==> config.mk <==
export PLATFORM = sky130hd
export DESIGN_NAME = temp_alarm
export DESIGN_NICKNAME = d
export VERILOG_FILES = /design/src/alarm_pkg.sv /design/src/temp_alarm.sv
export VERILOG_INCLUDE_DIRS = /design/src /design/src/src
export SDC_FILE = /design/constraint.sdc
export NUM_CORES = 1
export LEC_CHECK = 0
export BUFFER_PORTS_ARGS = -buffer_cell sky130_fd_sc_hd__buf_4
export CAP_MARGIN = 15
export CORE_MARGIN = 5
export CORE_UTILIZATION = 45
export CTS_CLUSTER_SIZE = 12
export DETAILED_ROUTE_END_ITERATION = 7
export MAX_ROUTING_LAYER = met4
export PLACE_DENSITY = 0.71
export SYNTH_ARGS = -nofsm -noshare
export SYNTH_HDL_FRONTEND = slang
export SYNTH_SLANG_ARGS = --single-unit
export TNS_END_PERCENT = 10
==> constraint.sdc <==
create_clock -name mclk -period 4.5 [get_ports mclk]
set_clock_uncertainty 0.2 [all_clocks]
set_input_delay 0.45 -clock mclk [delete_from_list [all_inputs] [get_ports mclk]]
set_output_delay 0.45 -clock mclk [all_outputs]
set_load 0.02 [all_outputs]
==> src/alarm_consts.svh <==
// Offsets, field positions, reset values and timing of the thermal alarm block
`ifndef ALARM_CONSTS_SVH
`define ALARM_CONSTS_SVH
`define ADDR_TEMP 8'h00
`define ADDR_CFG 8'h01
`define ADDR_TLOW 8'h02
`define ADDR_THIGH 8'h03
`define ADDR_NV_CFG 8'h11
`define ADDR_NV_TLOW 8'h12
`define ADDR_NV_THIGH 8'h13
`define ADDR_STATUS 8'h20
`define BIT_SD 0
`define BIT_STYLE 1
`define BIT_POL 2
`define BIT_FQ_LO 3
`define BIT_FQ_HI 4
`define BIT_OS 7
`define CFG_MASK 16'h001f
`define NV_CFG_RESET 16'h0000
`define NV_TLOW_RESET 16'h4b00
`define NV_THIGH_RESET 16'h5000
`define DEPTH_SEL0 3'h1
`define DEPTH_SEL1 3'h2
`define DEPTH_SEL2 3'h4
`define DEPTH_SEL3 3'h6
`define CNT_MAX 3'h7
`define CLK_PERIOD_NS 100
`define PULSE_NS 1000
`endif

==> src/alarm_pkg.sv <==
// Types shared by the thermal alarm block and its bench
package alarm_pkg;
  typedef logic [15:0] word_t;
  typedef struct packed {
    logic wr;
    logic rd;
    logic [7:0] addr;
    word_t wdata;
  } reg_req_t;
  typedef struct packed {
    logic valid;
    logic signed [15:0] value;
  } sample_t;
  typedef enum logic [0:0] {
    WAIT_HIGH = 1'b0,
    WAIT_LOW = 1'b1
  } expect_t;
endpackage

==> src/temp_alarm.sv <==
// Thermal alarm: limit compare, fault queue, alert style and shutdown control
`timescale 1ns/1ps
`include "alarm_consts.svh"

module temp_alarm #(
  parameter logic [15:0] NV_CFG_INIT = `NV_CFG_RESET,
  parameter logic [15:0] NV_TLOW_INIT = `NV_TLOW_RESET,
  parameter logic [15:0] NV_THIGH_INIT = `NV_THIGH_RESET,
  parameter int PULSE_NS = `PULSE_NS
) (
  // Clock and reset
  input wire logic mclk,
  input wire logic reset,
  // Register port
  input wire alarm_pkg::reg_req_t req,
  output alarm_pkg::word_t rdata,
  // Serial side events
  input wire logic ara_ack,
  input wire logic gcall_reset,
  // Converter
  output logic sensor_run,
  input wire alarm_pkg::sample_t sample,
  // Alert pin, open drain
  output logic alert_out,
  output logic alert_oe
);
  import alarm_pkg::*;

  localparam int PULSE_CYC_RAW = (PULSE_NS + `CLK_PERIOD_NS - 1) / `CLK_PERIOD_NS;
  localparam int PULSE_CYC = (PULSE_CYC_RAW < 1) ? 1 : PULSE_CYC_RAW;
  localparam logic [7:0] PULSE_LOAD = PULSE_CYC[7:0];

  if (PULSE_CYC > 255) begin : g_chk_pulse
    $error("alert pulse too long for its counter");
  end

  // Stored and working configuration
  word_t nv_cfg;
  word_t nv_tlow;
  word_t nv_thigh;
  word_t cfg;
  word_t tlow;
  word_t thigh;
  word_t temp;

  // Alarm state
  logic [2:0] count;
  logic last_hi;
  logic alert_latch;
  logic [7:0] pulse_cnt;
  logic valid_hi;
  logic valid_lo;
  logic oneshot_pend;
  logic boot_pend;
  expect_t expect_ev;

  // Register decode
  wire wr_cfg = req.wr && (req.addr == `ADDR_CFG);
  wire wr_tlow = req.wr && (req.addr == `ADDR_TLOW);
  wire wr_thigh = req.wr && (req.addr == `ADDR_THIGH);
  wire wr_nv_cfg = req.wr && (req.addr == `ADDR_NV_CFG);
  wire wr_nv_tlow = req.wr && (req.addr == `ADDR_NV_TLOW);
  wire wr_nv_thigh = req.wr && (req.addr == `ADDR_NV_THIGH);

  // Configuration fields
  wire sd = cfg[`BIT_SD];
  wire style_int = cfg[`BIT_STYLE];
  wire pol_high = cfg[`BIT_POL];
  wire [1:0] fq_sel = {cfg[`BIT_FQ_HI], cfg[`BIT_FQ_LO]};
  wire new_sd = req.wdata[`BIT_SD];
  wire sd_rise = wr_cfg && new_sd && !sd;
  wire sd_fall = wr_cfg && !new_sd && sd;
  wire os_req = wr_cfg && req.wdata[`BIT_OS] && new_sd;

  // Conversion control
  wire converting = !sd || oneshot_pend || boot_pend;
  wire take = sample.valid && converting;
  wire single = take && sd;

  // Limit compare
  wire signed [15:0] thigh_s = thigh;
  wire signed [15:0] tlow_s = tlow;
  wire hi_hit = take && (sample.value >= thigh_s);
  wire lo_hit = take && !hi_hit && (sample.value < tlow_s);
  wire fault = hi_hit || lo_hit;

  // Fault queue
  wire [2:0] depth = (fq_sel == 2'h0) ? `DEPTH_SEL0 :
                     (fq_sel == 2'h1) ? `DEPTH_SEL1 :
                     (fq_sel == 2'h2) ? `DEPTH_SEL2 : `DEPTH_SEL3;
  // A fault of the other kind starts a fresh run of consecutive faults
  wire kind_flip = fault && (count != 3'h0) && (hi_hit != last_hi);
  wire [2:0] cnt_base = kind_flip ? 3'h0 : count;
  wire [2:0] cnt_inc = (cnt_base == `CNT_MAX) ? cnt_base : cnt_base + 3'h1;
  wire [2:0] next_count = !take ? count :
                          fault ? cnt_inc : 3'h0;
  wire valid_now = fault && (cnt_inc >= depth);
  wire hi_valid = valid_now && hi_hit;
  wire lo_valid = valid_now && lo_hit;

  // Event sequencing
  wire want_hi = (expect_ev == WAIT_HIGH);
  wire match_ev = (want_hi && hi_valid) || (!want_hi && lo_valid);
  wire int_event = style_int && match_ev;
  wire exit_event = style_int && sd_fall &&
                    ((want_hi && valid_hi) || (!want_hi && valid_lo));
  wire int_pulse = int_event && single;
  wire int_latch = (int_event && !single) || exit_event;
  wire int_clear = style_int && (req.rd || ara_ack || sd_rise);
  wire cmp_set = !style_int && hi_valid;
  wire cmp_clr = !style_int && lo_valid;

  // Set wins over clear
  wire next_latch = (int_latch || cmp_set) ? 1'b1 :
                    (int_clear || cmp_clr) ? 1'b0 : alert_latch;
  wire [7:0] next_pulse = int_pulse ? PULSE_LOAD :
                          (pulse_cnt != 8'h0) ? pulse_cnt - 8'h1 : 8'h0;
  wire asserted = alert_latch || (pulse_cnt != 8'h0);
  wire pin_level = pol_high ? asserted : !asserted;

  expect_t next_expect;
  assign next_expect = (match_ev || exit_event) ?
                       (want_hi ? WAIT_LOW : WAIT_HIGH) : expect_ev;

  // Read mux
  word_t status;
  assign status = {8'h0, count, expect_ev, valid_hi, valid_lo,
                   converting, asserted};
  word_t rd_mux;
  assign rd_mux = (req.addr == `ADDR_TEMP) ? temp :
                  (req.addr == `ADDR_CFG) ? cfg :
                  (req.addr == `ADDR_TLOW) ? tlow :
                  (req.addr == `ADDR_THIGH) ? thigh :
                  (req.addr == `ADDR_NV_CFG) ? nv_cfg :
                  (req.addr == `ADDR_NV_TLOW) ? nv_tlow :
                  (req.addr == `ADDR_NV_THIGH) ? nv_thigh :
                  (req.addr == `ADDR_STATUS) ? status : 16'h0000;

  // Stored registers
  always_ff @(posedge mclk) begin
    if (reset) begin
      nv_cfg <= NV_CFG_INIT & `CFG_MASK;
      nv_tlow <= NV_TLOW_INIT;
      nv_thigh <= NV_THIGH_INIT;
    end else begin
      if (wr_nv_cfg) begin
        nv_cfg <= req.wdata & `CFG_MASK;
      end
      if (wr_nv_tlow) begin
        nv_tlow <= req.wdata;
      end
      if (wr_nv_thigh) begin
        nv_thigh <= req.wdata;
      end
    end
  end

  // Working registers, loaded from the init values on reset and reloaded from storage on a general call reset
  always_ff @(posedge mclk) begin
    if (reset) begin
      cfg <= NV_CFG_INIT & `CFG_MASK;
      tlow <= NV_TLOW_INIT;
      thigh <= NV_THIGH_INIT;
    end else if (gcall_reset) begin
      cfg <= nv_cfg;
      tlow <= nv_tlow;
      thigh <= nv_thigh;
    end else begin
      if (wr_cfg) begin
        cfg <= req.wdata & `CFG_MASK;
      end
      if (wr_tlow) begin
        tlow <= req.wdata;
      end
      if (wr_thigh) begin
        thigh <= req.wdata;
      end
    end
  end

  // Conversion requests
  always_ff @(posedge mclk) begin
    if (reset) begin
      boot_pend <= NV_CFG_INIT[`BIT_SD];
      oneshot_pend <= 1'b0;
    end else if (gcall_reset) begin
      boot_pend <= nv_cfg[`BIT_SD];
      oneshot_pend <= 1'b0;
    end else begin
      if (take) begin
        boot_pend <= 1'b0;
      end
      if (os_req) begin
        oneshot_pend <= 1'b1;
      end else if (take || !sd) begin
        oneshot_pend <= 1'b0;
      end
    end
  end

  // Result register
  always_ff @(posedge mclk) begin
    if (reset) begin
      temp <= 16'h0000;
    end else if (take) begin
      temp <= sample.value;
    end
  end

  // Fault counter and last fault kind
  always_ff @(posedge mclk) begin
    if (reset || gcall_reset) begin
      count <= 3'h0;
      last_hi <= 1'b0;
      valid_hi <= 1'b0;
      valid_lo <= 1'b0;
      expect_ev <= WAIT_HIGH;
    end else begin
      count <= next_count;
      expect_ev <= next_expect;
      if (take && fault) begin
        last_hi <= hi_hit;
      end
      if (take) begin
        valid_hi <= hi_valid;
        valid_lo <= lo_valid;
      end
    end
  end

  // Alert state and pin
  always_ff @(posedge mclk) begin
    if (reset || gcall_reset) begin
      alert_latch <= 1'b0;
      pulse_cnt <= 8'h0;
    end else begin
      alert_latch <= next_latch;
      pulse_cnt <= next_pulse;
    end
  end

  always_ff @(posedge mclk) begin
    if (reset) begin
      alert_oe <= 1'b0;
    end else begin
      alert_oe <= !pin_level;
    end
  end

  always_ff @(posedge mclk) begin
    if (reset) begin
      rdata <= 16'h0000;
    end else if (req.rd) begin
      rdata <= rd_mux;
    end else begin
      rdata <= 16'h0000;
    end
  end

  assign alert_out = 1'b0;
  assign sensor_run = converting;

endmodule

After elaboration in Yosys (flattened, before gate mapping)
Cells that the tools add are included.
{"block": "classes", "add_sub_neg": 2, "mul": 0, "div_mod_pow": 0, "n_lt_le_gt_ge": 3, "eq_ne": 11, "n_shift": 0, "mux": 30, "bitwise": 3, "n_reduce_logical": 69}
{"cell": "two-way mux 16 bit", "count": 13}
{"cell": "logical AND 1 bit", "count": 35}
{"cell": "== test 8 x 5 -> 1 bit, second input constant", "count": 3}
{"cell": "== test 8 x 2 -> 1 bit, second input constant", "count": 2}
{"cell": ">= comparator 16 bit", "count": 1}
{"cell": "less-than comparator 16 bit", "count": 1}
{"cell": "two-way mux 3 bit", "count": 5}
{"cell": "logical OR 1 bit", "count": 14}
{"cell": "nonzero test 2 bit", "count": 6}
{"cell": "== test 8 x 1 -> 1 bit, second input constant", "count": 1}
{"cell": "== test 8 x 6 -> 1 bit, second input constant", "count": 1}
{"cell": "zero test 8 bit", "count": 1}
{"cell": "two-way mux 1 bit", "count": 8}
{"cell": "two-way mux 4 bit", "count": 2}
{"cell": "two-way mux 8 bit", "count": 1}
{"cell": "nonzero test 8 bit", "count": 1}
{"cell": "subtractor 8 x 1 -> 8 bit, second input constant", "count": 1}
{"cell": "zero test 1 bit", "count": 7}
{"cell": "OR reduction 2 bit", "count": 2}
{"cell": "adder 3 x 1 -> 3 bit, second input constant", "count": 1}
{"cell": "== test 3 bit, second input constant", "count": 1}
{"cell": ">= comparator 3 bit", "count": 1}
{"cell": "inverter 1 bit", "count": 3}
{"cell": "nonzero test 3 bit", "count": 1}
{"cell": "6 further kinds", "count": 6}
{"block": "totals", "ff_bits": 136, "latchBits": 0, "mem_bits_rw": 0, "mem_bits_ro": 0, "input_bits": 47, "output_inout_bits": 19, "word_cells": 137, "memories": 0}

Logic depth before layout (Yosys ltp)
Gate-level depths: netlist of the first run.
{"block": "logic_depth", "word_depth": 24, "ltp_mapped": 22, "ltp_nobuf": 22}

Least setup slack after synthesis of the first run
OpenSTA, ideal clock, no wires.
{"block": "synth_path", "path_type": "input port to flip-flop", "startpoint": "input port sample[13] in the netlist's numbering", "endpoint": "register alert_latch", "setup_time_ps": 130, "arrival_time_ps": 4188, "required_ps": 4170, "setup_slack_ps": -18, "path_stages": 21, "path_buffers": 0, "cell_sequence": "ha_1 nand4_1 nor4_1 a31oi_1 and4_1 o211ai_4 mux2_2 and2_1 ha_1 nand2_1 or2_2 a21boi_0 ha_1 nand2b_1 a21o_1 a21oi_1 nor2_1 nand4_1 o31ai_2 a311oi_1 a21oi_1"}
{"block": "synth_between", "elab_chain_len": 21, "elab_cells_between_ends": 30, "classes_between": "add/sub: 1; order compare: 3; eq/ne: 2; mux: 3; reduce/logical: 21"}
{"item": "from (decl)", "line_no": "temp_alarm.sv:22", "source": "input wire alarm_pkg::sample_t sample,"}
{"item": ">= comparator 16 bit", "line_no": "temp_alarm.sv:83", "source": "wire hi_hit = take && (sample.value >= thigh_s);"}
{"item": "logical AND 1 bit", "line_no": "temp_alarm.sv:83"}
{"item": "zero test 1 bit", "line_no": "temp_alarm.sv:84", "source": "wire lo_hit = take && !hi_hit && (sample.value < tlow_s);"}
{"item": "logical AND 1 bit (2 in series)", "line_no": "temp_alarm.sv:84"}
{"item": "logical OR 1 bit", "line_no": "temp_alarm.sv:85", "source": "wire fault = hi_hit || lo_hit;"}
{"item": "logical AND 1 bit (2 in series)", "line_no": "temp_alarm.sv:92", "source": "wire kind_flip = fault && (count != 3'h0) && (hi_hit != last_hi);"}
{"item": "two-way mux 3 bit", "line_no": "temp_alarm.sv:93", "source": "wire [2:0] cnt_base = kind_flip ? 3'h0 : count;"}
{"item": "adder 3 x 1 -> 3 bit / == test 3 bit (equally long branches)"}
{"item": "[3 not listed]"}
{"item": "logical AND 1 bit, on equally long branches", "line_no": "temp_alarm.sv:98, temp_alarm.sv:99"}
{"item": "logical AND 1 bit", "line_no": "temp_alarm.sv:103", "source": "wire match_ev = (want_hi && hi_valid) || (!want_hi && lo_valid);"}
{"item": "logical OR 1 bit", "line_no": "temp_alarm.sv:103"}
{"item": "logical AND 1 bit", "line_no": "temp_alarm.sv:104", "source": "wire int_event = style_int && match_ev;"}
{"item": "logical AND 1 bit", "line_no": "temp_alarm.sv:108", "source": "wire int_latch = (int_event && !single) || exit_event;"}
{"item": "logical OR 1 bit", "line_no": "temp_alarm.sv:108"}
{"item": "logical OR 1 bit", "line_no": "temp_alarm.sv:114", "source": "wire next_latch = (int_latch || cmp_set) ? 1'b1 :"}
{"item": "two-way mux 1 bit / nonzero test 2 bit (equally long branches)"}
{"item": "to (signal assigned)", "line_no": "temp_alarm.sv:237", "source": "alert_latch <= next_latch;"}
{"item": "to (decl)", "line_no": "temp_alarm.sv:49", "source": "logic alert_latch;"}
Several ways; a longest one is shown, not always the timed one.
A chain may end at the register's enable or synchronous reset.

Worst setup path after layout of the first run
{"block": "layout_path", "startpoint": "register tlow[15]", "endpoint": "register pulse_cnt[5]"}
{"block": "layout_between", "elab_chain_len": 16, "elab_cells_between_ends": 19, "classes_between": "add/sub: 1; order compare: 2; eq/ne: 1; mux: 2; reduce/logical: 13"}
{"item": "from (decl)", "line_no": "temp_alarm.sv:42", "source": "word_t tlow;"}
{"item": "from (signal assigned)", "line_no": "temp_alarm.sv:166", "source": "tlow <= nv_tlow;"}
{"item": "from (signal assigned)", "line_no": "temp_alarm.sv:173", "source": "tlow <= req.wdata;"}
{"item": "less-than comparator 16 bit (*)", "line_no": "temp_alarm.sv:84"}
{"item": "logical AND 1 bit (*)", "line_no": "temp_alarm.sv:84"}
{"item": "logical OR 1 bit", "line_no": "temp_alarm.sv:85"}
{"item": "logical AND 1 bit (2 in series)", "line_no": "temp_alarm.sv:92"}
{"item": "two-way mux 3 bit", "line_no": "temp_alarm.sv:93"}
{"item": "adder 3 x 1 -> 3 bit / == test 3 bit (equally long branches)"}
{"item": "two-way mux 3 bit", "line_no": "temp_alarm.sv:94", "source": "wire [2:0] cnt_inc = (cnt_base == `CNT_MAX) ? cnt_base : cnt_base + 3'h1;"}
{"item": ">= comparator 3 bit", "line_no": "temp_alarm.sv:97", "source": "wire valid_now = fault && (cnt_inc >= depth);"}
{"item": "logical AND 1 bit", "line_no": "temp_alarm.sv:97"}
{"item": "logical AND 1 bit, on equally long branches", "line_no": "temp_alarm.sv:98, temp_alarm.sv:99"}
{"item": "logical AND 1 bit", "line_no": "temp_alarm.sv:103"}
{"item": "logical OR 1 bit (*)", "line_no": "temp_alarm.sv:103"}
{"item": "logical AND 1 bit (*)", "line_no": "temp_alarm.sv:104"}
{"item": "logical AND 1 bit (*)", "line_no": "temp_alarm.sv:107", "source": "wire int_pulse = int_event && single;"}
{"item": "OR reduction 3 bit (no line) (*)"}
{"item": "to (signal assigned)", "line_no": "temp_alarm.sv:238", "source": "pulse_cnt <= next_pulse;"}
{"item": "to (decl)", "line_no": "temp_alarm.sv:50", "source": "logic [7:0] pulse_cnt;"}
Every way passes the cells marked *; elsewhere a longest branch is shown, timed or not.

==> impl_metrics.tcl, run 1 <==
set metrics [dict create \
    cts_setup_buffers 0 \
    initial_core_util_pct 46.0 \
    critPathLaunchType "flip-flop" \
    r2r-start "tlow[15]" \
    pre_cts_ws_ns -0.123 \
    power_leakage_nw 3.15 \
    min_to "nv_tlow[9]" \
    antenna_found_initial 0 \
    routed.top_layer "met4" \
    ys_types 62 \
    hpwlAfterDp_um 13400 \
    final_util_pct 54.9 \
    hold_viol 0 \
    holdPathStages 3 \
    period_minus_slack_ns 4.28 \
    drive_gt1_share_pct 19.4 \
    arrival_ns 4.43 \
    wl_per_cell_um 17.7 \
    htreeDepth 4 \
    area_growth_pct 19.2 \
    track_usage_pct 22.6 \
    ys_seq_elements 125 \
    synth.yosys.seq_area_share_pct 37.4 \
    max_freq_mhz 234 \
    core_mm2 0.0145 \
    firstDrtPassIters 6 \
    nNetsFinal 979 \
    ys.flop_type "dfxtp_1" \
    m1WireLength_um 9200 \
    row_count 44 \
    path_clk_slew_ns 0.06 \
    vdd_drop_max_v 0.000266 \
    r2r_cells 22 \
    synth_edf_count 0 \
    drt_wl_total_um 19400 \
    diodes 0 \
    cts_resized 0 \
    via_per_inst 5.64 \
    clock-root-buffer "clkbuf_16" \
    startpoint "tlow[15]" \
    io_buffers 64 \
    finalWorstSetupSlack_ns 0.221 \
    met2_length_um 8460 \
    syn_inst 841 \
    drv_slew 0 \
    final_antenna_net_count 0 \
    die_x_um 132 \
    critPathRequiredTime_ns 4.65 \
    holdBufCountCts 0 \
    powerDensity_mw_per_mm2 347 \
    netlist_area_mm2 0.00669 \
    critPathMaxFanout 6 \
    vias 6164 \
    crit_type "flip-flop to flip-flop" \
    gp_congestion 0.937 \
    syn_area_per_cell_um2 7.96 \
    ctsLongestPathBuffers 2 \
    drc_errors 0 \
    yosysWarnings 0 \
    drt_first_iter_violations 766 \
    met3_length_um 1320 \
    cts.sinks 125 \
    grt_max_degree 95 \
    die_y_um 132 \
    cts_tree "built" \
    drv_cap 0 \
    worst_slew_pin_slew_ns 1.03 \
    final_common_cell "nand2_1" \
    cts_made_buffers 17 \
    grt_overflow_total 0 \
    relSlewSlack_pct 31.2 \
    synthArstFlopShare_pct 0 \
    synth_fp_nets 924 \
    reg2reg_slack_ns 0.22 \
    hp-start "req[9]" \
    setup_viol 0 \
    clk_latency_ns 0.42 \
    fillCellCount 1404 \
    grt_pass1_vias 5622 \
    io_pins 66 \
    grt_pass1_wl_um 30800 \
    status "finished clean" \
    setup_tns_ns 0 \
    die_area_mm2 0.0174 \
    final_cell_mix "nand2_1 (159), dfxtp_1 (123), a21oi_1 (102)" \
    fin_crit_sh_pct 95.1 \
    rsz0062_at_grt "yes" \
    r2r_end "pulse_cnt[5]" \
    holdCritPathClass "primary input to flip-flop" \
    worstSetupEndpointType "flip-flop" \
]
## where the power goes
group	internal (W)	switching, W
Combinational	0.000110	0.000158
Clock	0.000856	0.000504
Sequential	0.00113	0.0000147
## through the flow
step                      power [W]  hold slack, ns  cell area [um2]  instances
final                       0.00277          0.0734             7980       1093
after global routing        0.00286          0.0729             7980       1093
after CTS                   0.00278          0.0595             7930       1093
after detailed placement    0.00142           0.234             7350       1061
after global placement      0.00142           0.229             7350       1061
after floorplan             0.00132           0.214             6700        841
## state kept, by name, indices dropped and copies added (netlist names), 3 cells and up
| register | count |
|---|---|
| rdata | 16 |
| thigh | 16 |
| pulse_cnt | 8 |
| nv_cfg | 5 |
| count | 3 |
| tlow | 16 |
| nv_thigh | 16 |
| nv_tlow | 16 |
| temp | 16 |
| cfg | 5 |
## layout make-up
cell class | count | area [um2] | area share (%)
clock buffer | 22 | 474 | 5.94
clock inverter | 10 | 114 | 1.43
inverter | 40 | 150 | 1.88
tap | 184 | 230 | 2.89
sequential | 125 | 2510 | 31.4
multi-input combinational | 623 | 3830 | 48.1
timing repair buffer | 89 | 668 | 8.38
## cells in the mapped netlist (all sizes together), types with 2 or more instances
master	count	area, um2
o21a	2	15.0
nor2b	14	87.6
nor3b	3	33.8
nor4	6	52.6
a21oi	109	568
and2	7	43.8
o221ai	4	35.0
a22oi	15	113
xnor2	4	35.0
mux2	17	191
o22ai	3	18.8
clkbuf	34	128
nand3	19	100
mux2i	29	290
ha	36	450
nor3	3	15.0
a31oi	8	50.1
nand3b	6	45.0
a21o	6	45.0
nand4	5	31.3
a222oi	4	40.0
nand2	167	652
xor2	3	26.3
inv	40	150
or3	2	12.5
o21bai	2	15.0
a2111o	2	22.5
o31ai	2	20.0
buf	19	128
dfxtp	125	2500
o211ai	3	36.3
nand2b	14	87.6
a221oi	11	96.3
and3	4	25.0
or2	6	37.5
o21ai	21	105
nor2	76	298
## worst max-delay path by stage
stage,endpoint,depth (start not counted)
floorplan,alert_latch,21
global placement,pulse_cnt[7],22
detailed placement,pulse_cnt[5],22
CTS,pulse_cnt[5],22
global route,pulse_cnt[7],22
finish,pulse_cnt[5],22
## worst max-delay path: stages, from the launching register on
cell and delay, ns:
dfxtp_4 0.36, inv_1 0.04, ha_1 0.29, nand4_1 0.13
nor4_2 0.30, a31oi_1 0.13, and4_1 0.20, o211ai_4 0.19
mux2_4 0.18, and2_4 0.15, ha_4 0.14, nand2_1 0.07
or2_2 0.30, a21boi_2 0.13, ha_1 0.22, nand2b_1 0.14
a21o_1 0.18, a21oi_2 0.15, nor2_1 0.05, nand4_1 0.11
o31ai_2 0.10, a41o_2 0.33, nor2_1 0.11
## kinds of logic after synthesis
kind of cell,share of synthesized area (%)
muxes,7.20
other,0.0560
DFF,37.4
AOI/OAI and AO/OA,18.4
xor gates and xnor gates,0.916
and+or+nand+nor,23.3
adders and majority gates,6.73
buffers and inverters,6.06
## routing by layer
layer	GRT usage, %	vias to the layer above
met5	-	-
met4	7.31	0
met3	3.78	26
met2	32.4	242
met1	32.4	2886
li1	-	3010
(Power assumes the default switching activity.)
==> inputs of run 2 (changes only) <==
--- a/config.mk
+++ b/config.mk
@@ -6,6 +6,7 @@
 export SDC_FILE = /design/constraint.sdc
 export NUM_CORES = 1
 export LEC_CHECK = 0
+export ABC_AREA = 1
 export BUFFER_PORTS_ARGS = -buffer_cell sky130_fd_sc_hd__buf_4
 export CAP_MARGIN = 15
 export CORE_MARGIN = 5
==> run 2 against run 1 <==
Die area shrank 4.2%. Register-to-register slack gained 0.15 ns. Combinational power grew 41%.
==> impl_metrics.tcl, run 2 <==
set metrics [dict create \
    die_area_mm2 0.0167 \
    critPathLaunchType "flip-flop" \
    ys_types 47 \
    drc_errors 0 \
    status "finished clean" \
    powerDensity_mw_per_mm2 394 \
    final_cell_mix "nand2_1 (154), inv_1 (127), dfxtp_1 (124)" \
    core_mm2 0.0139 \
    worst_slew_pin_slew_ns 1.07 \
    reg2reg_slack_ns 0.37 \
    cts.sinks 125 \
    drv_slew 0 \
    die_y_um 129 \
    synth_compound_area_share_pct 22.6 \
    grt_max_degree 60 \
    final_common_cell "nand2_1" \
    yosysTopAreaCell "dfxtp_1" \
    power_leakage_nw 3.20 \
    synth_adder_area_share_pct 7.05 \
    drive_gt1_share_pct 15.1 \
    fin_crit_sh_pct 91.8 \
    syn_area_per_cell_um2 7.31 \
    vias 6048 \
    drv_cap 0 \
    antenna_found_initial 0 \
    track_usage_pct 21.9 \
    clock-root-buffer "clkbuf_16" \
    seq_area_mm2 0.00250 \
    synth_fp_nets 957 \
    synthArstFlopShare_pct 0 \
    drt_first_iter_violations 537 \
    synth_edf_count 0 \
    netlist.area_leader.share_pct 39.2 \
    synth_top_family_by_area "compound AO/OA/AOI/OAI gates" \
    p_total_w 0.00302 \
    finalNonFillerCells 1123 \
    cts_made_buffers 17 \
    clk_latency_ns 0.42 \
    setup_viol 0 \
    holdCritPathClass "primary input to flip-flop" \
    nNetsFinal 1013 \
    htreeDepth 4 \
    wl_per_cell_um 15.6 \
    muxShareOfSynthArea_pct 0 \
    final_antenna_net_count 0 \
    period_minus_slack_ns 4.13 \
    hold_viol 0 \
    syn_inst 874 \
    area_growth_pct 20.1 \
    synth_most_common_cell "nand2_1" \
    path_common_cell "nand2_1" \
    firstDrtPassIters 7 \
    io_buffers 64 \
    row_count 43 \
    ctsLongestPathBuffers 2 \
    setup_tns_ns 0 \
    cts_tree "built" \
    dp.cells 1090 \
    fillCellCount 1345 \
    netlist_area_mm2 0.00639 \
    critPathMaxFanout 6 \
    path_clk_slew_ns 0.06 \
    ys.flop_type "dfxtp_1" \
    cp_slowest_cell "dfxtp_1" \
    die_x_um 129 \
    io_pins 66 \
    whs_ns 0.0322 \
    crit_type "flip-flop to flip-flop" \
    worstSetupEndpointType "flip-flop" \
    synth.yosys.seq_area_share_pct 39.2 \
    final_util_pct 55.3 \
    grt_overflow_total 0 \
    max_stage_delay_ns 0.39 \
    synth_common_cells "nand2_1 (155), inv_1 (128), dfxtp_1 (125)" \
    yosys.area_share.simple_pct 20.1 \
    ys_seq_elements 125 \
    critPathRequiredTime_ns 4.61 \
    relSlewSlack_pct 27.0 \
    synthTopCellsByArea "dfxtp_1 (39%), nand2_1 (9.1%), inv_1 (7.5%)" \
    rsz0062_at_grt "no" \
    synth_xor_area_share_pct 0.686 \
    arrival_ns 4.24 \
    hpwlAfterDp_um 12900 \
    grt_pass1_wl_um 27800 \
    holdPathStages 2 \
    gp_congestion 0.965 \
    initial_core_util_pct 46.0 \
    max_freq_mhz 242 \
    via_per_inst 5.39 \
    drt_wl_total_um 17500 \
    yosysWarnings 0 \
    grt_pass1_vias 5473 \
    multiInputGateArea_mm2 0.00324 \
    holdBufCountCts 0 \
    vdd_drop_max_v 0.000247 \
    r2r_cells 29 \
    diodes 0 \
]
## run 2: cell type report
class                      instances  area share (%)
clock buffer                      20            5.95
clock inverter                    12            2.41
inverter                         134            6.56
tap                              180            2.94
multi-input combinational        578            42.3
timing repair buffer              74            7.24
sequential                       125            32.6
## run 2: power by group
part | total [W] | leakage [nW] | internal, W | switching, W
Sequential | 0.00117 | 1.01 | 0.00114 | 0.0000207
Clock | 0.00148 | 0.299 | 0.000960 | 0.000519
Combinational | 0.000377 | 1.89 | 0.000143 | 0.000234
Total | 0.00302 | 3.20 | 0.00225 | 0.000773
## run 2: per-layer routing
layer  share of wire, %  up-vias  GRT usage, %
li1                   -     3037             -
met5                  0        -             -
met4                2.1        0          8.40
met3                7.1       32          4.45
met2                 44      213          31.9
met1                 46     2766          29.7
## run 2: final timing paths
| check | start | to |
|---|---|---|
| worst min register to register | pulse_cnt[0] | pulse_cnt[0] |
| worst max-delay path | thigh[13] | pulse_cnt[5] |
| worst max register to register | thigh[13] | pulse_cnt[5] |
| worst min-delay path | sample[16] | boot_pend |
## run 2: through the flow
step | cell area, um2 | worst slack [ns]
global placement | 7010 | 0.232
CTS | 7650 | 0.338
floorplan | 6390 | 0.678
global route | 7670 | 0.00666
detailed placement | 7010 | 0.167
finish | 7670 | 0.369
## run 2: cells by family after synthesis
group                      Yosys count
xor gates and xnor gates             5
DFF                                125
other                                1
adders and majority gates           36
AOI/OAI and AO/OA                  241
buffers and inverters              171
and+or+nand+nor                    295
## run 2: worst max-delay path: cells and delay by family, from the launching register on
family | cells | cell delay (ns)
AOI/OAI and AO/OA | 5 | 0.76
DFF | 1 | 0.39
and+or+nand+nor | 17 | 1.59
adders and majority gates | 3 | 0.82
buffers and inverters | 4 | 0.25
## run 2: repair_timing
| item | CTS | global route |
|---|---|---|
| endpoints found under the setup margin | 0 | 6 |
| hold endpoints to repair | 0 | 0 |
| setup buffers | 0 | 1 |
| resized for setup | 0 | 5 |
==> inputs of run 3 (changes only) <==
--- a/config.mk
+++ b/config.mk
@@ -14,7 +14,7 @@
 export CTS_CLUSTER_SIZE = 12
 export DETAILED_ROUTE_END_ITERATION = 7
 export MAX_ROUTING_LAYER = met4
-export PLACE_DENSITY = 0.71
+export PLACE_DENSITY = 0.66
 export SYNTH_ARGS = -nofsm -noshare
 export SYNTH_HDL_FRONTEND = slang
 export SYNTH_SLANG_ARGS = --single-unit
==> run 3 against run 2 <==
Fmax down 1.4%. Combinational power about the same. Cell count up 0.18%. Largest cell class unchanged. Sequential power about the same. Highest routed layer unchanged. Setup slack worse by 0.060 ns.
==> impl_metrics.tcl, run 3 (same netlist as run 2, synthesis figures left out) <==
set metrics [dict create \
    antenna_found_initial 0 \
    power_leakage_nw 3.20 \
    via_per_inst 5.36 \
    critPathMaxFanout 6 \
    area_growth_pct 19.6 \
    grt_overflow_total 0 \
    wl_per_cell_um 15.9 \
    drv_cap 0 \
    die_y_um 129 \
    drt_first_iter_violations 554 \
    clock-root-buffer "clkbuf_16" \
    status "finished clean" \
    io_buffers 64 \
    r2r_cells 28 \
    cts_made_buffers 17 \
    drive_gt1_share_pct 15.3 \
    period_minus_slack_ns 4.19 \
    grt_pass1_wl_um 28800 \
    row_count 43 \
    hold_viol 0 \
    holdBufCountCts 0 \
    vdd_drop_max_v 0.000255 \
    vias 6027 \
    htreeDepth 4 \
    path_clk_slew_ns 0.06 \
    firstDrtPassIters 5 \
    crit_end "pulse_cnt[7]" \
    cts_tree "built" \
    track_usage_pct 22.8 \
    startpoint "tlow[15]" \
    critPathLaunchType "flip-flop" \
    powerDensity_mw_per_mm2 381 \
    crit_type "flip-flop to flip-flop" \
    core_mm2 0.0139 \
    worstSetupEndpointType "flip-flop" \
    drc_errors 0 \
    gp_congestion 0.901 \
    diodes 0 \
    io_pins 66 \
    fin_crit_sh_pct 93.1 \
    holdCritPathClass "primary input to flip-flop" \
    holdPathStages 2 \
    final_common_cell "nand2_1" \
    r2r-start "tlow[15]" \
    final_antenna_net_count 0 \
    drv_slew 0 \
    path_common_cell "nand2_1" \
    final_cell_mix "nand2_1 (155), inv_1 (127), dfxtp_1 (124)" \
    critPathRequiredTime_ns 4.62 \
    grt_max_degree 58 \
    worst_slew_pin_slew_ns 0.903 \
    die_area_mm2 0.0167 \
    setup_viol 0 \
    cp_slowest_cell "dfxtp_1" \
    arrival_ns 4.31 \
    drt_wl_total_um 17900 \
    initial_core_util_pct 46.0 \
    max_freq_mhz 239 \
    setup_tns_ns 0 \
    max_stage_delay_ns 0.38 \
    clk_latency_ns 0.42 \
    hp-start "sample[16]" \
    r2r_end "pulse_cnt[7]" \
    final_util_pct 55.0 \
    die_x_um 129 \
    cts.sinks 125 \
    hpwlAfterDp_um 13200 \
    relSlewSlack_pct 38.2 \
    nNetsFinal 1015 \
    grt_pass1_vias 5524 \
    reg2reg_slack_ns 0.31 \
    ctsLongestPathBuffers 2 \
]
[run 3: worst min-delay path by stage]
stage              endpoint  slack, ns
2_1_floorplan  pulse_cnt[0]       0.21
3_3_place_gp   pulse_cnt[0]       0.22
3_5_place_dp   pulse_cnt[0]       0.22
4_1_cts           boot_pend       0.03
5_1_grt           boot_pend       0.05
6_report          boot_pend       0.04
[run 3: stage by stage]
step                      total power, W  setup WS, ns  cell area, um2  instances  hold WS, ns
after floorplan                  0.00145         0.678            6390        874        0.205
after global placement           0.00156         0.216            7010       1091        0.217
after detailed placement         0.00156         0.122            7010       1091        0.217
after CTS                        0.00292         0.270            7600       1123       0.0305
after global routing             0.00303       -0.0355            7640       1125       0.0480
final                            0.00291         0.309            7640       1125       0.0394
[run 3: repair_timing]
item,4_1_cts,5_1_grt
setup buffers,0,2
endpoints found under the setup margin,0,6
resized for setup,0,5
[run 3: routing by layer]
metal	track usage (%)	share of wire [%]	routed length [um]
met1	33.0	48	8500
met2	32.0	42	7530
met3	4.04	8.3	1480
met4	7.78	1.9	343
met5	-	0	0
[run 3: power by group]
part           switching [W]  internal, W
logic               0.000234     0.000145
clock network       0.000522     0.000843
registers          0.0000203      0.00114
total               0.000777      0.00213
[run 3: worst max-delay path, delay by kind of cell (launching register included)]
family	cells	cell delay, ns
compound gates	3	0.57
fa+ha+maj	3	0.83
buf+inv	4	0.23
flops	1	0.38
simple gates	18	1.85
[run 3: layout make-up]
class / count / area [um2]
Clock inverter: 13 / 139
Clock buffer: 19 / 453
Timing Repair Buffer: 76 / 571
Sequential cell: 125 / 2500
Multi-Input combinational cell: 578 / 3250
Tap cell: 180 / 225
Inverter: 134 / 503
Fill cell: 1384 / 6240
